==> src/i2c_abort_defs.svh <==
`ifndef I2C_ABORT_DEFS_SVH
`define I2C_ABORT_DEFS_SVH
// ----------------------------------------------------------------
// Register map
// ----------------------------------------------------------------
`define TIMEOUT_CTRL_OFS   8'h7c
`define ABORT_CAUSE_OFS    8'h80
`define ABORT_RESET        16'h0000
`define TIMEOUT_EN_BIT     0
`define TIMEOUT_CNT_LSB    4
// ----------------------------------------------------------------
// Abort cause bit positions
// ----------------------------------------------------------------
`define AB_SEVENBIT_NACK   0
`define AB_TENBIT1_NACK    1
`define AB_TENBIT2_NACK    2
`define AB_DATA_NACK       3
`define AB_GENCALL_NACK    4
`define AB_GENCALL_READ    5
`define AB_HS_ACKED        6
`define AB_SB_ACKED        7
`define AB_HS_NORESTART    8
`define AB_SB_NORESTART    9
`define AB_TENRD_NORESTART 10
`define AB_MASTER_DIS      11
`define AB_ARB_LOST        12
`define AB_SLV_FLUSH       13
`define AB_SLV_ARB_LOST    14
`define AB_SLV_REQ_TX      15
// ----------------------------------------------------------------
// Timing
// ----------------------------------------------------------------
`define TIMEOUT_PERIODS    256
`define ACK_BIT_INDEX      4'h9
`endif

==> src/i2c_abort_pkg.sv <==
`default_nettype none
// ----------------------------------------------------------------
// Types
// ----------------------------------------------------------------
package i2c_abort_pkg;
   typedef enum logic [2:0] {
      KIND_ADDR7   = 3'b000,
      KIND_ADDR10A = 3'b001,
      KIND_ADDR10B = 3'b010,
      KIND_DATA    = 3'b011,
      KIND_GENCALL = 3'b100,
      KIND_HSCODE  = 3'b101,
      KIND_STARTB  = 3'b110,
      KIND_NONE    = 3'b111
   } byte_kind_e;
   typedef enum logic [1:0] {
      MON_IDLE = 2'b00,
      MON_BITS = 2'b01,
      MON_ACK  = 2'b10
   } mon_state_e;
endpackage : i2c_abort_pkg
`default_nettype wire

==> src/i2c_transmit_abort_status.sv <==
// How it works
// - Slave read request with a read command queued sets slave_req_tx_abort.
// - Slave transmitter losing the bus sets slave_arb_lost.
// - Slave read request with stale transmit data sets slave_flush_tx.
// - Arbitration loss sets arb_lost_a; with slave_arb_lost it means slave side.
// - Master command while master function disabled sets master_disabled_abort.
// - Ten-bit read with restart disabled sets tenbit_read_no_restart.
// - Start byte request with restart disabled sets startbyte_no_restart.
// - High-speed master transfer with restart disabled sets highspeed_no_restart.
// - Acknowledged start byte sets startbyte_acked.
// - Acknowledged high-speed master code sets hs_code_acked.
// - Read queued right after a general call sets gencall_read.
// - Unacknowledged general call sets gencall_unacked.
// - Unacknowledged master data byte sets data_unacked.
// - Unacknowledged second ten-bit address byte sets tenbit_second_unacked.
// - Unacknowledged first ten-bit address byte sets tenbit_first_unacked.
// - Unacknowledged seven-bit address sets sevenbit_addr_unacked.
// - Sixteen flags in low half reset to zero; upper half reads zero.
// - With timeout_enable, master waits 256 periods for slave, then resets.
//
// Added by the designer: strobed register access and the placing of the registers.
`timescale 1ns/1ps
`default_nettype none
`include "i2c_abort_defs.svh"

module i2c_transmit_abort_status
   import i2c_abort_pkg::*;
(
   input  wire logic        ref_clk,
   input  wire logic        rst_n,
   input  wire logic [7:0]  regAddr,
   input  wire logic [31:0] regWrData,
   input  wire logic        regWr,
   input  wire logic        regRd,
   output logic      [31:0] regRdData,
   input  wire logic        sclIn,
   input  wire logic        sdaIn,
   input  wire logic        masterEnable,
   input  wire logic        restartEnable,
   input  wire logic        tenBitMode,
   input  wire logic        hsMode,
   input  wire logic        cmdPush,
   input  wire logic        cmdRead,
   input  wire logic        cmdStartByte,
   input  wire logic [2:0]  byteKind,
   input  wire logic        masterTx,
   input  wire logic        masterSdaRelease,
   input  wire logic        masterSclRelease,
   input  wire logic        slaveTx,
   input  wire logic        slaveSdaRelease,
   input  wire logic        slaveReadReq,
   input  wire logic        txFifoNotEmpty,
   input  wire logic        txHeadIsRead,
   output logic             abortActive,
   output logic             masterTimeoutReset
);

   // ----------------------------------------------------------------
   // Pin synchronisers
   // ----------------------------------------------------------------
   // Only the second stage and its delayed copy are read, never stage one.
   logic [1:0]  sclSync;
   logic [1:0]  sdaSync;
   logic        sclPrev;
   logic        sdaPrev;
   always_ff @(posedge ref_clk or negedge rst_n) begin
      if (!rst_n) begin
         sclSync <= 2'h3;
         sdaSync <= 2'h3;
         sclPrev <= 1'b1;
         sdaPrev <= 1'b1;
      end else begin
         sclSync <= {sclSync[0], sclIn};
         sdaSync <= {sdaSync[0], sdaIn};
         sclPrev <= sclSync[1];
         sdaPrev <= sdaSync[1];
      end
   end

   wire         sclLine  = sclSync[1];
   wire         sdaLine  = sdaSync[1];
   wire         sclRise  = sclLine & ~sclPrev;
   wire         startCond = sclLine & sclPrev & sdaPrev & ~sdaLine;
   wire         stopCond  = sclLine & sclPrev & ~sdaPrev & sdaLine;

   // ----------------------------------------------------------------
   // Byte and acknowledge monitor
   // ----------------------------------------------------------------
   mon_state_e  monState;
   mon_state_e  next_monState;
   logic [3:0]  bitCnt;
   wire         ackSlot  = (monState == MON_ACK) & sclRise;
   wire         ackSeen  = ackSlot & ~sdaLine;
   wire         nackSeen = ackSlot & sdaLine;

   always_comb begin
      next_monState = monState;
      case (monState)
         MON_IDLE: if (startCond) next_monState = MON_BITS;
         MON_BITS: begin
            if (stopCond) next_monState = MON_IDLE;
            else if (sclRise && bitCnt == 4'h7) next_monState = MON_ACK;
         end
         MON_ACK: begin
            if (stopCond) next_monState = MON_IDLE;
            else if (sclRise) next_monState = MON_BITS;
         end
         default: next_monState = MON_IDLE;
      endcase
      if (startCond) next_monState = MON_BITS;
   end

   always_ff @(posedge ref_clk or negedge rst_n) begin
      if (!rst_n) begin
         monState <= MON_IDLE;
         bitCnt   <= 4'h0;
      end else begin
         monState <= next_monState;
         if (startCond || ackSlot) bitCnt <= 4'h0;
         else if (sclRise && monState == MON_BITS) bitCnt <= bitCnt + 4'h1;
      end
   end

   // ----------------------------------------------------------------
   // Abort event decode
   // ----------------------------------------------------------------
   wire         mNack = nackSeen & masterTx;
   wire         mAck  = ackSeen & masterTx;
   wire         evAddr7  = mNack & (byteKind == KIND_ADDR7);
   wire         evTen1   = mNack & (byteKind == KIND_ADDR10A);
   wire         evTen2   = mNack & (byteKind == KIND_ADDR10B);
   wire         evData   = mNack & (byteKind == KIND_DATA);
   wire         evGcNack = mNack & (byteKind == KIND_GENCALL);
   wire         evHsAck  = mAck & hsMode & (byteKind == KIND_HSCODE);
   wire         evSbAck  = mAck & (byteKind == KIND_STARTB);
   wire         noRst    = cmdPush & ~restartEnable;
   wire         evHsNr   = noRst & hsMode;
   wire         evSbNr   = noRst & cmdStartByte;
   wire         evTenRd  = noRst & tenBitMode & cmdRead;
   wire         evMDis   = cmdPush & ~masterEnable;
   wire         mArb     = sclRise & masterTx & masterSdaRelease & ~sdaLine;
   wire         sArb     = sclRise & slaveTx & slaveSdaRelease & ~sdaLine;
   wire         evFlush  = slaveReadReq & txFifoNotEmpty;
   wire         evReqTx  = slaveReadReq & txHeadIsRead;

   // A general call that was acknowledged arms the read check for the next command
   logic        gcArmed;
   wire         evGcRd   = cmdPush & cmdRead & gcArmed;
   always_ff @(posedge ref_clk or negedge rst_n) begin
      if (!rst_n) gcArmed <= 1'b0;
      else if (mAck && byteKind == KIND_GENCALL) gcArmed <= 1'b1;
      else if (cmdPush || stopCond) gcArmed <= 1'b0;
   end

   logic [15:0] events;
   always_comb begin
      events = 16'h0000;
      events[`AB_SEVENBIT_NACK]   = evAddr7;
      events[`AB_TENBIT1_NACK]    = evTen1;
      events[`AB_TENBIT2_NACK]    = evTen2;
      events[`AB_DATA_NACK]       = evData;
      events[`AB_GENCALL_NACK]    = evGcNack;
      events[`AB_GENCALL_READ]    = evGcRd;
      events[`AB_HS_ACKED]        = evHsAck;
      events[`AB_SB_ACKED]        = evSbAck;
      events[`AB_HS_NORESTART]    = evHsNr;
      events[`AB_SB_NORESTART]    = evSbNr;
      events[`AB_TENRD_NORESTART] = evTenRd;
      events[`AB_MASTER_DIS]      = evMDis;
      events[`AB_ARB_LOST]        = mArb | sArb;
      events[`AB_SLV_FLUSH]       = evFlush;
      events[`AB_SLV_ARB_LOST]    = sArb;
      events[`AB_SLV_REQ_TX]      = evReqTx;
   end

   // ----------------------------------------------------------------
   // Registers
   // ----------------------------------------------------------------
   wire         selAbort = (regAddr == `ABORT_CAUSE_OFS);
   wire         selTo    = (regAddr == `TIMEOUT_CTRL_OFS);
   logic [15:0] abortFlags;
   logic        timeoutEnable;
   logic [7:0]  toCount;
   // A cause that fires in the same cycle as a software clear stays set
   wire  [15:0] next_abortFlags = ((regWr && selAbort) ? regWrData[15:0] : abortFlags)
                                  | events;

   always_ff @(posedge ref_clk or negedge rst_n) begin
      if (!rst_n) begin
         abortFlags    <= `ABORT_RESET;
         timeoutEnable <= 1'b0;
      end else begin
         abortFlags <= next_abortFlags;
         if (regWr && selTo) timeoutEnable <= regWrData[`TIMEOUT_EN_BIT];
      end
   end

   wire  [31:0] rdMux = selAbort ? {16'h0000, abortFlags} :
                        selTo    ? {20'h00000, toCount, 3'h0, timeoutEnable} :
                                   32'h00000000;

   always_ff @(posedge ref_clk or negedge rst_n) begin
      if (!rst_n) regRdData <= 32'h00000000;
      else        regRdData <= regRd ? rdMux : 32'h00000000;
   end

   // ----------------------------------------------------------------
   // Master wait timeout
   // ----------------------------------------------------------------
   // Counts clock cycles while the master has let SCL go but a slave holds it low.
   // Works only for the master side; a slave stretching its own clock is not timed.
   localparam int unsigned ToLimit = `TIMEOUT_PERIODS - 1;
   wire         stretch = timeoutEnable & masterEnable & masterTx
                          & masterSclRelease & ~sclLine;
   wire         toHit   = stretch & (toCount == ToLimit[7:0]);
   always_ff @(posedge ref_clk or negedge rst_n) begin
      if (!rst_n) begin
         toCount            <= 8'h00;
         masterTimeoutReset <= 1'b0;
      end else begin
         toCount            <= (stretch && !toHit) ? toCount + 8'h01 : 8'h00;
         masterTimeoutReset <= toHit;
      end
   end

   always_ff @(posedge ref_clk or negedge rst_n) begin
      if (!rst_n) abortActive <= 1'b0;
      else        abortActive <= |next_abortFlags;
   end
endmodule : i2c_transmit_abort_status
`default_nettype wire

==> config.mk <==
export PLATFORM = sky130hd
export DESIGN_NAME = i2c_transmit_abort_status
export DESIGN_NICKNAME = d
export VERILOG_FILES = /design/src/i2c_abort_pkg.sv /design/src/i2c_transmit_abort_status.sv
export VERILOG_INCLUDE_DIRS = /design/src
export SDC_FILE = /design/constraint.sdc
export NUM_CORES = 1
export LEC_CHECK = 0
export BUFFER_PORTS_ARGS = -buffer_cell sky130_fd_sc_hd__clkbuf_2
export CORE_ASPECT_RATIO = 1.4
export CORE_MARGIN = 2
export CORE_UTILIZATION = 44
export DETAILED_ROUTE_END_ITERATION = 10
export GPL_TIMING_DRIVEN = 0
export PLACE_DENSITY_LB_ADDON = 0.08
export SETUP_SLACK_MARGIN = 0.3
export SLEW_MARGIN = 25
export SYNTH_ARGS = -nofsm -noshare
export SYNTH_HDL_FRONTEND = slang
export SYNTH_SLANG_ARGS = --single-unit
==> constraint.sdc <==
create_clock -name ref_clk -period 1.8 [get_ports ref_clk]
set_clock_uncertainty 0.05 [all_clocks]
set_input_delay 0.09 -clock ref_clk [delete_from_list [all_inputs] [get_ports ref_clk]]
set_output_delay 0.09 -clock ref_clk [all_outputs]
set_load 0.05 [all_outputs]
* Yosys cells after proc, flatten, opt, wreduce, memory -nomap -nowiden
Index checks and enable logic that the tools add are counted.
** Cells by class
- Add/sub/neg operators :: 2
- Equal/unequal tests :: 15
- Muxes and demuxes :: 15
- Bitwise logic cells :: 48
- Reduce and logical (&&, ||, !) cells :: 15
** Operator list (number)
- two-way mux 16 bit :: 3
- AND 1 bit :: 40
- equality test 8 bit, second input constant :: 2
- OR 16 bit :: 1
- OR reduction 16 bit :: 1
- two-way mux 12 bit :: 1
- two-way mux 2 bit :: 5
- equality test 3 bit, second input constant :: 3
- adder 8 x 1 -> 8 bit, second input constant :: 1
- equality test 8 x 7 -> 1 bit, second input constant :: 1
- two-way mux 4 bit :: 2
- two-way mux 8 bit :: 1
- != test 4 bit, second input constant :: 2
- equality test 3 x 2 -> 1 bit, second input constant :: 2
- logical AND 1 bit :: 6
- NOT 1 bit :: 6
- one-hot mux 2 bit (3 select lines) :: 1
- adder 4 x 1 -> 4 bit, second input constant :: 1
- equality test 4 x 3 -> 1 bit, second input constant :: 1
- nonzero test 2 bit :: 2
- equality test 3 x 1 -> 1 bit, second input constant :: 1
- zero test 3 bit :: 1
- AND reduction 3 bit :: 1
- equality test 2 x 1 -> 1 bit, second input constant :: 1
- other kinds (7) :: 9
** Storage, ports and cells
- Register bits :: 56
- Bits of input ports :: 64
- Output and inout port bits :: 34
- Logic and storage cells :: 108

* Depth between registers and ports, before layout
Gate-level depths: netlist (run 1).
- Word-level depth :: 9
- Mapped depth :: 7
- Mapped depth without buffers :: 6

* Least setup slack after synthesis (run 1)
Ideal clock, no wire load.
- Path type :: input port to flip-flop
- From :: input regAddr[3]
- To :: register abortActive
- Setup time :: 0.138 ns
- Arrival time :: 1.891 ns
- Slack :: -0.279 ns
- Cell stages on the path :: 6
- Buffers on the path :: 1
- Cells stage by stage :: nor4_4 > and3_1 > buf_4 > mux2i_1 > or3b_2 > or4_1
** Between the ends
- Cells in the longest elaborated chain, start to end :: 5
** Ends and longest elaborated chain
- from (decl) :: line i2c_transmit_abort_status.sv:31 : input wire logic [7:0] regAddr,
- equality test 8 bit (no source line)
- logical AND 1 bit :: line i2c_transmit_abort_status.sv:185 : wire [15:0] next_abortFlags = ((regWr && selAbort) ? regWrData[15:0] : abortFlags)
- two-way mux 16 bit :: line i2c_transmit_abort_status.sv:185
- OR 16 bit :: line i2c_transmit_abort_status.sv:186 : | events;
- OR reduction 16 bit :: line i2c_transmit_abort_status.sv:228 : else abortActive <= |next_abortFlags;
- to (signal assigned) :: line i2c_transmit_abort_status.sv:228
- to (decl) :: line i2c_transmit_abort_status.sv:54 : output logic abortActive,
No other way between the ends.
A chain may end at the register's enable or synchronous reset.

* Final worst setup path (run 1)
- From :: register sclPrev
- To :: register abortActive
** Between the ends
- Cells in the longest elaborated chain, start to end :: 9
- Elaborated cells between the ends (all ways) :: 24
- Those cells by class :: bitwise (23); reduce/logical (1)
** Ends and longest elaborated chain
- from (decl) :: line i2c_transmit_abort_status.sv:64 : logic sclPrev;
- from (signal assigned) :: line i2c_transmit_abort_status.sv:75 : sclPrev <= sclSync[1];
- NOT 1 bit (*) :: line i2c_transmit_abort_status.sv:82 : wire sclRise = sclLine & ~sclPrev;
- AND 1 bit (*) :: line i2c_transmit_abort_status.sv:82
- AND 1 bit :: line i2c_transmit_abort_status.sv:92 : wire ackSlot = (monState == MON_ACK) & sclRise;
- AND 1 bit :: line i2c_transmit_abort_status.sv:93 : wire ackSeen = ackSlot & ~sdaLine;
- AND 1 bit :: line i2c_transmit_abort_status.sv:128 : wire mAck = ackSeen & masterTx;
- AND 1 bit (2 in a row) :: line i2c_transmit_abort_status.sv:134 : wire evHsAck = mAck & hsMode & (byteKind == KIND_HSCODE);
- OR 16 bit (*) :: line i2c_transmit_abort_status.sv:186
- OR reduction 16 bit (*) :: line i2c_transmit_abort_status.sv:228
Every way passes the cells marked *; elsewhere a longest branch is shown, timed or not.

==> results of run 1 <==
-- kinds of logic after synthesis --
logic type / Yosys count
muxes: 6
other: 1
adders and majority gates: 5
AOI/OAI and AO/OA: 37
and+or+nand+nor: 110
buffers and inverters: 32
xor gates and xnor gates: 8
DFF: 56
-- cell type report --
type / count / share of cell area, %
timing repair buffer: 103 / 18.42
sequential: 56 / 36.16
tap: 70 / 2.246
clock inverter: 1 / 0.1283
inverter: 9 / 0.8662
multi-input combinational: 182 / 35.77
clock buffer: 7 / 1.957
buffer: 23 / 4.459
-- worst max path at each step --
| stage | start | slack [ps] | depth (start not counted) | endpoint |
|---|---|---|---|---|
| after floorplan | regAddr[6] | -250 | 6 | abortActive |
| after global placement | regAddr[6] | -700 | 8 | abortActive |
| after detailed placement | regAddr[6] | -690 | 8 | abortActive |
| after CTS | regAddr[2] | -150 | 7 | abortActive |
| after global routing | regAddr[0] | -250 | 7 | abortActive |
| final | sclPrev | -140 | 4 | abortActive |
-- worst max-delay path: stages (launching register included) --
cell      delay (ps)
dfstp_2          590
nand2b_4         190
nor3_1            90
or3b_4           400
or4_1            500
-- sequential cells by signal, summed over array words and instances, names as in the netlist, 2 cells and up --
register    count
abortFlags     16
sdaSync         2
bitCnt          4
toCount         8
monState        2
sclSync         2
regRdData      16
-- power by group --
part           internal (mW)  leakage [nW]  switching (mW)
combinational          0.328          1.10           0.390
sequential              1.35         0.710          0.0784
clock                  0.275        0.0422           0.396
total                   1.95          1.85           0.864
-- per-layer routing --
layer / global-route usage (%) / vias to the layer above
li1: - / 1117
met1: 24.14 / 1115
met2: 36.43 / 68
met3: 3.351 / 10
met4: 8.173 / 0
met5: 0 / -
-- per-stage QoR --
stage          hold slack, ps  cell area, um^2  setup slack [ps]  std cells
4_1_cts                 2.300             3640            -151.9        443
3_3_place_gp            128.7             3188            -701.2        404
2_1_floorplan          -255.6             2780            -246.4        270
6_report                3.540             3900            -142.5        451
3_5_place_dp            13.17             3211            -694.8        405
5_1_grt                 18.50             3900            -245.2        451
-- synthesized netlist by cell type (2+ instances only) --
library cell,n,share of area (%)
nand4_1,7,1.6
and2_1,8,1.9
o21ai_0,5,0.93
a21oi_1,5,0.93
a22o_1,9,2.9
xor2_1,6,2.0
ha_1,5,2.3
or4_1,2,0.56
and3_1,4,0.93
nor2_1,20,2.8
dfstp_2,6,5.9
a221o_1,2,0.75
nand2_1,23,3.2
nand3b_1,5,1.4
nor3_1,2,0.37
or3_1,2,0.47
or2_2,3,0.70
inv_1,9,1.3
nand4b_1,3,0.98
o211ai_1,2,0.56
nor4_1,4,0.93
dfrtp_1,50,47
mux2i_1,5,1.9
xnor2_1,2,0.65
a31oi_1,2,0.47
nor2b_1,3,0.70
o31ai_1,2,0.56
nand3_1,14,2.6
o22ai_1,2,0.47
nand2b_1,6,1.4
clkbuf_1,6,0.84
buf_4,17,4.8
-- what timing repair did --
item | CTS | global route
hold endpoints to repair | 36 | 1
setup buffers | 18 | 7
hold buffers | 12 | 1
gates resized for setup | 22 | 44
pin swaps | 14 | 15
endpoints found under the setup margin | 31 | 25
==> results.cfg, run 1 <==
[run_status]
status = finished with violations
violations = setup timing

[setup_path]
worstPathMaxFanout = 4
cp-start-kind = flip-flop
worst_ep_arrival_time_ps = 2070
critical_path_required_ps = 1930
rrSetupSlack_ps = -140
r2r-start = sclPrev
r2r_cells = 4
reg2reg_to = abortActive
crit_type = reg -> reg
cp-end-kind = flip-flop

[grt]
overflow = 0
grt_pass1_vias = 2254
grt_start_max_net_pins = 31
grt_usage_pct = 20.24
antenna_found_initial = 0
grt_pass1_wl_um = 10690

[routing]
drt_iter0_drc = 97
routedWlPerCell_um = 15.05
routed_wl_um = 6786
num_vias = 2310
top_layer = met4
first_pass_iters = 4
drcViolationCount = 0
final_antenna_net_count = 0
via_per_inst = 5.122
wl_met3_um = 323
wl_met1_um = 2812
wl_met2_um = 3540

[logic_synthesis]
synth_ff_type = dfrtp_1
yosys_warnings = 0
synthMuxAreaShare_pct = 2.288
synth-edff-count = 0
synth_area_per_cell_um2 = 10.51
ys_seq_area_share_pct = 52.57
synth-simple-area-share_pct = 22.88
synth-adder-area-share_pct = 2.334
syn_area_mm2 = 0.002680
synth_top_family_by_area = simple AND/OR/NAND/NOR gates
syn_inst = 255
synth-compound-area-share_pct = 10.32
async_reset_ff_share_pct = 100.0
synth_xor_xnor_area_share_pct = 2.614
synthDistinctLibCells = 46
ys_seq_elements = 56

[die]
core-area_mm2 = 0.005863
die_height_um = 96.35
fp.dieW_um = 69.96
io-pin-count = 98
dieArea_mm2 = 0.006740
initial_core_util_pct = 45.71
row_count = 33

[worst_hold_path]
holdCritPathClass = in -> reg
hold_end = abortFlags[15]
hold_start = regWrData[15]
holdPathStages = 2

[clock_tree]
insertion_delay_ps = 310
cts_root_buf = clkbuf_8
cts_buffers = 5
cts_buffer_depth = 2
clk_pin_slew_ps = 90
cts_sinks = 56
htree_levels = 2
cts_tree = done

[placed_design]
numPortBuffers = 64
dp_hpwl_um = 4550
gp_congestion = 0.8703

[final_layout]
utilization_pct = 66.52
final_cell_mix = clkbuf_2 (66), dfrtp_1 (49), buf_4 (28)
layout_commonest_cell = clkbuf_2
area_delta_synth_final_pct = 45.52
drive_above_1_share_pct = 43.57
fillers = 467
nNetsFinal = 449
diodes = 0
register_area_mm2 = 0.001410
multi_input_area_mm2 = 0.001395

[sta]
fin_crit_ps = 1943
rsz0062_at_grt = true
fin_setup_tns_ps = -142.5
maxSlewViolCount = 0
post-route-period-util_pct = 107.9
fin_ws_ps = -142.5
setup_viol = 1
hold_violations = 0
fmax_mhz = 514.8

[power_and_ir_drop]
p_total_mw = 2.813
p_leak_nw = 1.849
max-vdd-ir-drop_mv = 0.5673
powerDensity_mw_per_mm2 = 721.4

[run]
drv_cap = 0
No activity file was read; power rests on OpenSTA's default activity.
==> run 2: changes to the inputs <==
ABC_CLOCK_PERIOD_IN_PS = 2200   (was default)
CORE_UTILIZATION = 51   (was 44)
CTS_BUF_LIST = sky130_fd_sc_hd__clkbuf_2   (was default)
clock period = 2.2 ns   (was 1.8 ns; I/O delays follow)
==> results.cfg, run 2 (same netlist as run 1, synthesis figures left out) <==
[die]
die_height_um = 89.77
core-area_mm2 = 0.005120
row_count = 31
fp.dieW_um = 65.27
io-pin-count = 98
dieArea_mm2 = 0.005859
initial_core_util_pct = 52.35

[placed_design]
gp_congestion = 0.8569
numPortBuffers = 64
dp_cells = 400
dp_hpwl_um = 4551

[grt]
antenna_found_initial = 0
grt_start_max_net_pins = 57
overflow = 0
grt_pass1_wl_um = 10490
grt_pass1_vias = 2280
grt_usage_pct = 23.33

[sta]
hold_violations = 0
worst_pin_slew_ps = 751.4
setup_viol = 0
fin_setup_tns_ps = 0
maxSlewViolCount = 0
fmax_mhz = 521.8
fin_crit_ps = 1916
slew-limit-headroom_pct = 49.91
post-route-period-util_pct = 87.10
rsz0062_at_grt = true

[power_and_ir_drop]
pwr-share-seq_pct = 56.4
switching_share_pct = 31.62
switchingPower_uw = 650.5
p_total_mw = 2.057
p_comb_share_pct = 24.4
powerDensity_mw_per_mm2 = 568.9
clockPowerShare_pct = 19.2
p_leak_nw = 1.732
internal_power_mw = 1.407
max-vdd-ir-drop_mv = 0.4090

[setup_path]
cp-start-kind = flip-flop
worstPathMaxFanout = 6
worst_ep_arrival_time_ps = 2220
critical_path_required_ps = 2510
crit_type = reg -> reg
cp-end-kind = flip-flop

[routing]
wl_met3_um = 251
top_layer = met4
final_antenna_net_count = 0
routed_wl_um = 6375
first_pass_iters = 4
num_vias = 2288
via_per_inst = 5.096
drcViolationCount = 0
drt_iter0_drc = 99
wl_met1_um = 2485
routedWlPerCell_um = 14.20
wl_met2_um = 3431

[final_layout]
diodes = 0
final_cell_mix = clkbuf_2 (71), dfrtp_1 (49), dlygate4sd3_1 (37)
reg.largest.list = abortFlags x16, regRdData x16, toCount x8
layout_commonest_cell = clkbuf_2
multi_input_area_mm2 = 0.001169
register_area_mm2 = 0.001410
drive_above_1_share_pct = 30.03
fillers = 417
area_delta_synth_final_pct = 34.92
instances_no_fill = 449
utilization_pct = 70.63
nNetsFinal = 451

[clock_tree]
clk_pin_slew_ps = 270
htree_levels = 2
cts_buffer_depth = 2
cts_tree = done
cts_sinks = 56
cts_buffers = 5
insertion_delay_ps = 450
cts_root_buf = clkbuf_2

[worst_hold_path]
holdCritPathClass = in -> reg

[run_status]
status = finished, final reports clean

[run]
drv_cap = 0
==> run 2: cell types whose count changed in the layout (fill, tap and decap cells not counted), moves of 5 or more <==
cell,change
dlygate4sd3_1,+24
buf_6,-12
buf_4,-8
nor2_1,+7
clkbuf_2,+5
clkbuf_8,-5
nor2_4,-5
==> run 2: metrics by stage <==
| stage | hold WS (ps) | setup slack [ps] | area [um^2] |
|---|---|---|---|
| floorplan | -235.6 | 133.6 | 2743 |
| global placement | 148.1 | -240.6 | 3146 |
| detailed placement | 148.8 | -242.8 | 3148 |
| CTS | 35.80 | 281.9 | 3592 |
| global route | 47.49 | 221.9 | 3616 |
| finish | 55.09 | 283.7 | 3616 |
==> run 2: path summary, 6_finish.rpt <==
kind	to	cells after the start	slack (ps)	start
worst max-delay path	abortActive	5	280	sclPrev
worst min-delay path	abortFlags[12]	5	60	masterSdaRelease
worst max register to register	abortActive	5	280	sclPrev
worst min register to register	sdaSync[1]	0	330	sdaSync[0]
max in group asynchronous	toCount[0]	2	1390	rst_n
min in group asynchronous	abortFlags[15]	2	180	rst_n
==> run 2: layout make-up <==
type	count	share of cell area (%)
Tap cell	66	2.284
Clock inverter	2	0.3114
Timing Repair Buffer	105	20.00
Buffer	23	4.325
Inverter	9	0.9343
Multi-Input combinational cell	182	32.32
Clock buffer	6	0.8304
Sequential cell	56	39.00
==> run 2: power by group through the flow <==
stage	Combinational [mW]	Sequential, mW	Clock, mW
floorplan	0.292	1.16	0
global placement	0.413	1.18	0
detailed placement	0.426	1.18	0
CTS	0.495	1.16	0.408
global route	0.554	1.17	0.447
finish	0.503	1.16	0.395
==> run 2: per-layer routing <==
metal	up-vias	track usage [%]
li1	1117	-
met1	1078	27.19
met2	76	40.48
met3	17	4.255
met4	0	10.94
met5	-	0
==> run 2: what timing repair did <==
action	in CTS	in global routing
resized for setup	3	8
endpoints found under the hold margin	73	0
pin swaps	0	0
endpoints found under the setup margin	5	14
hold buffers	37	0
buffers inserted	3	1
==> run 2: critical path: stages (launching register included) <==
cell and delay (ps):
dfstp_2 640, nor2b_2 90, nand3_1 130, a21oi_1 70
or4_1 380, or4_1 470
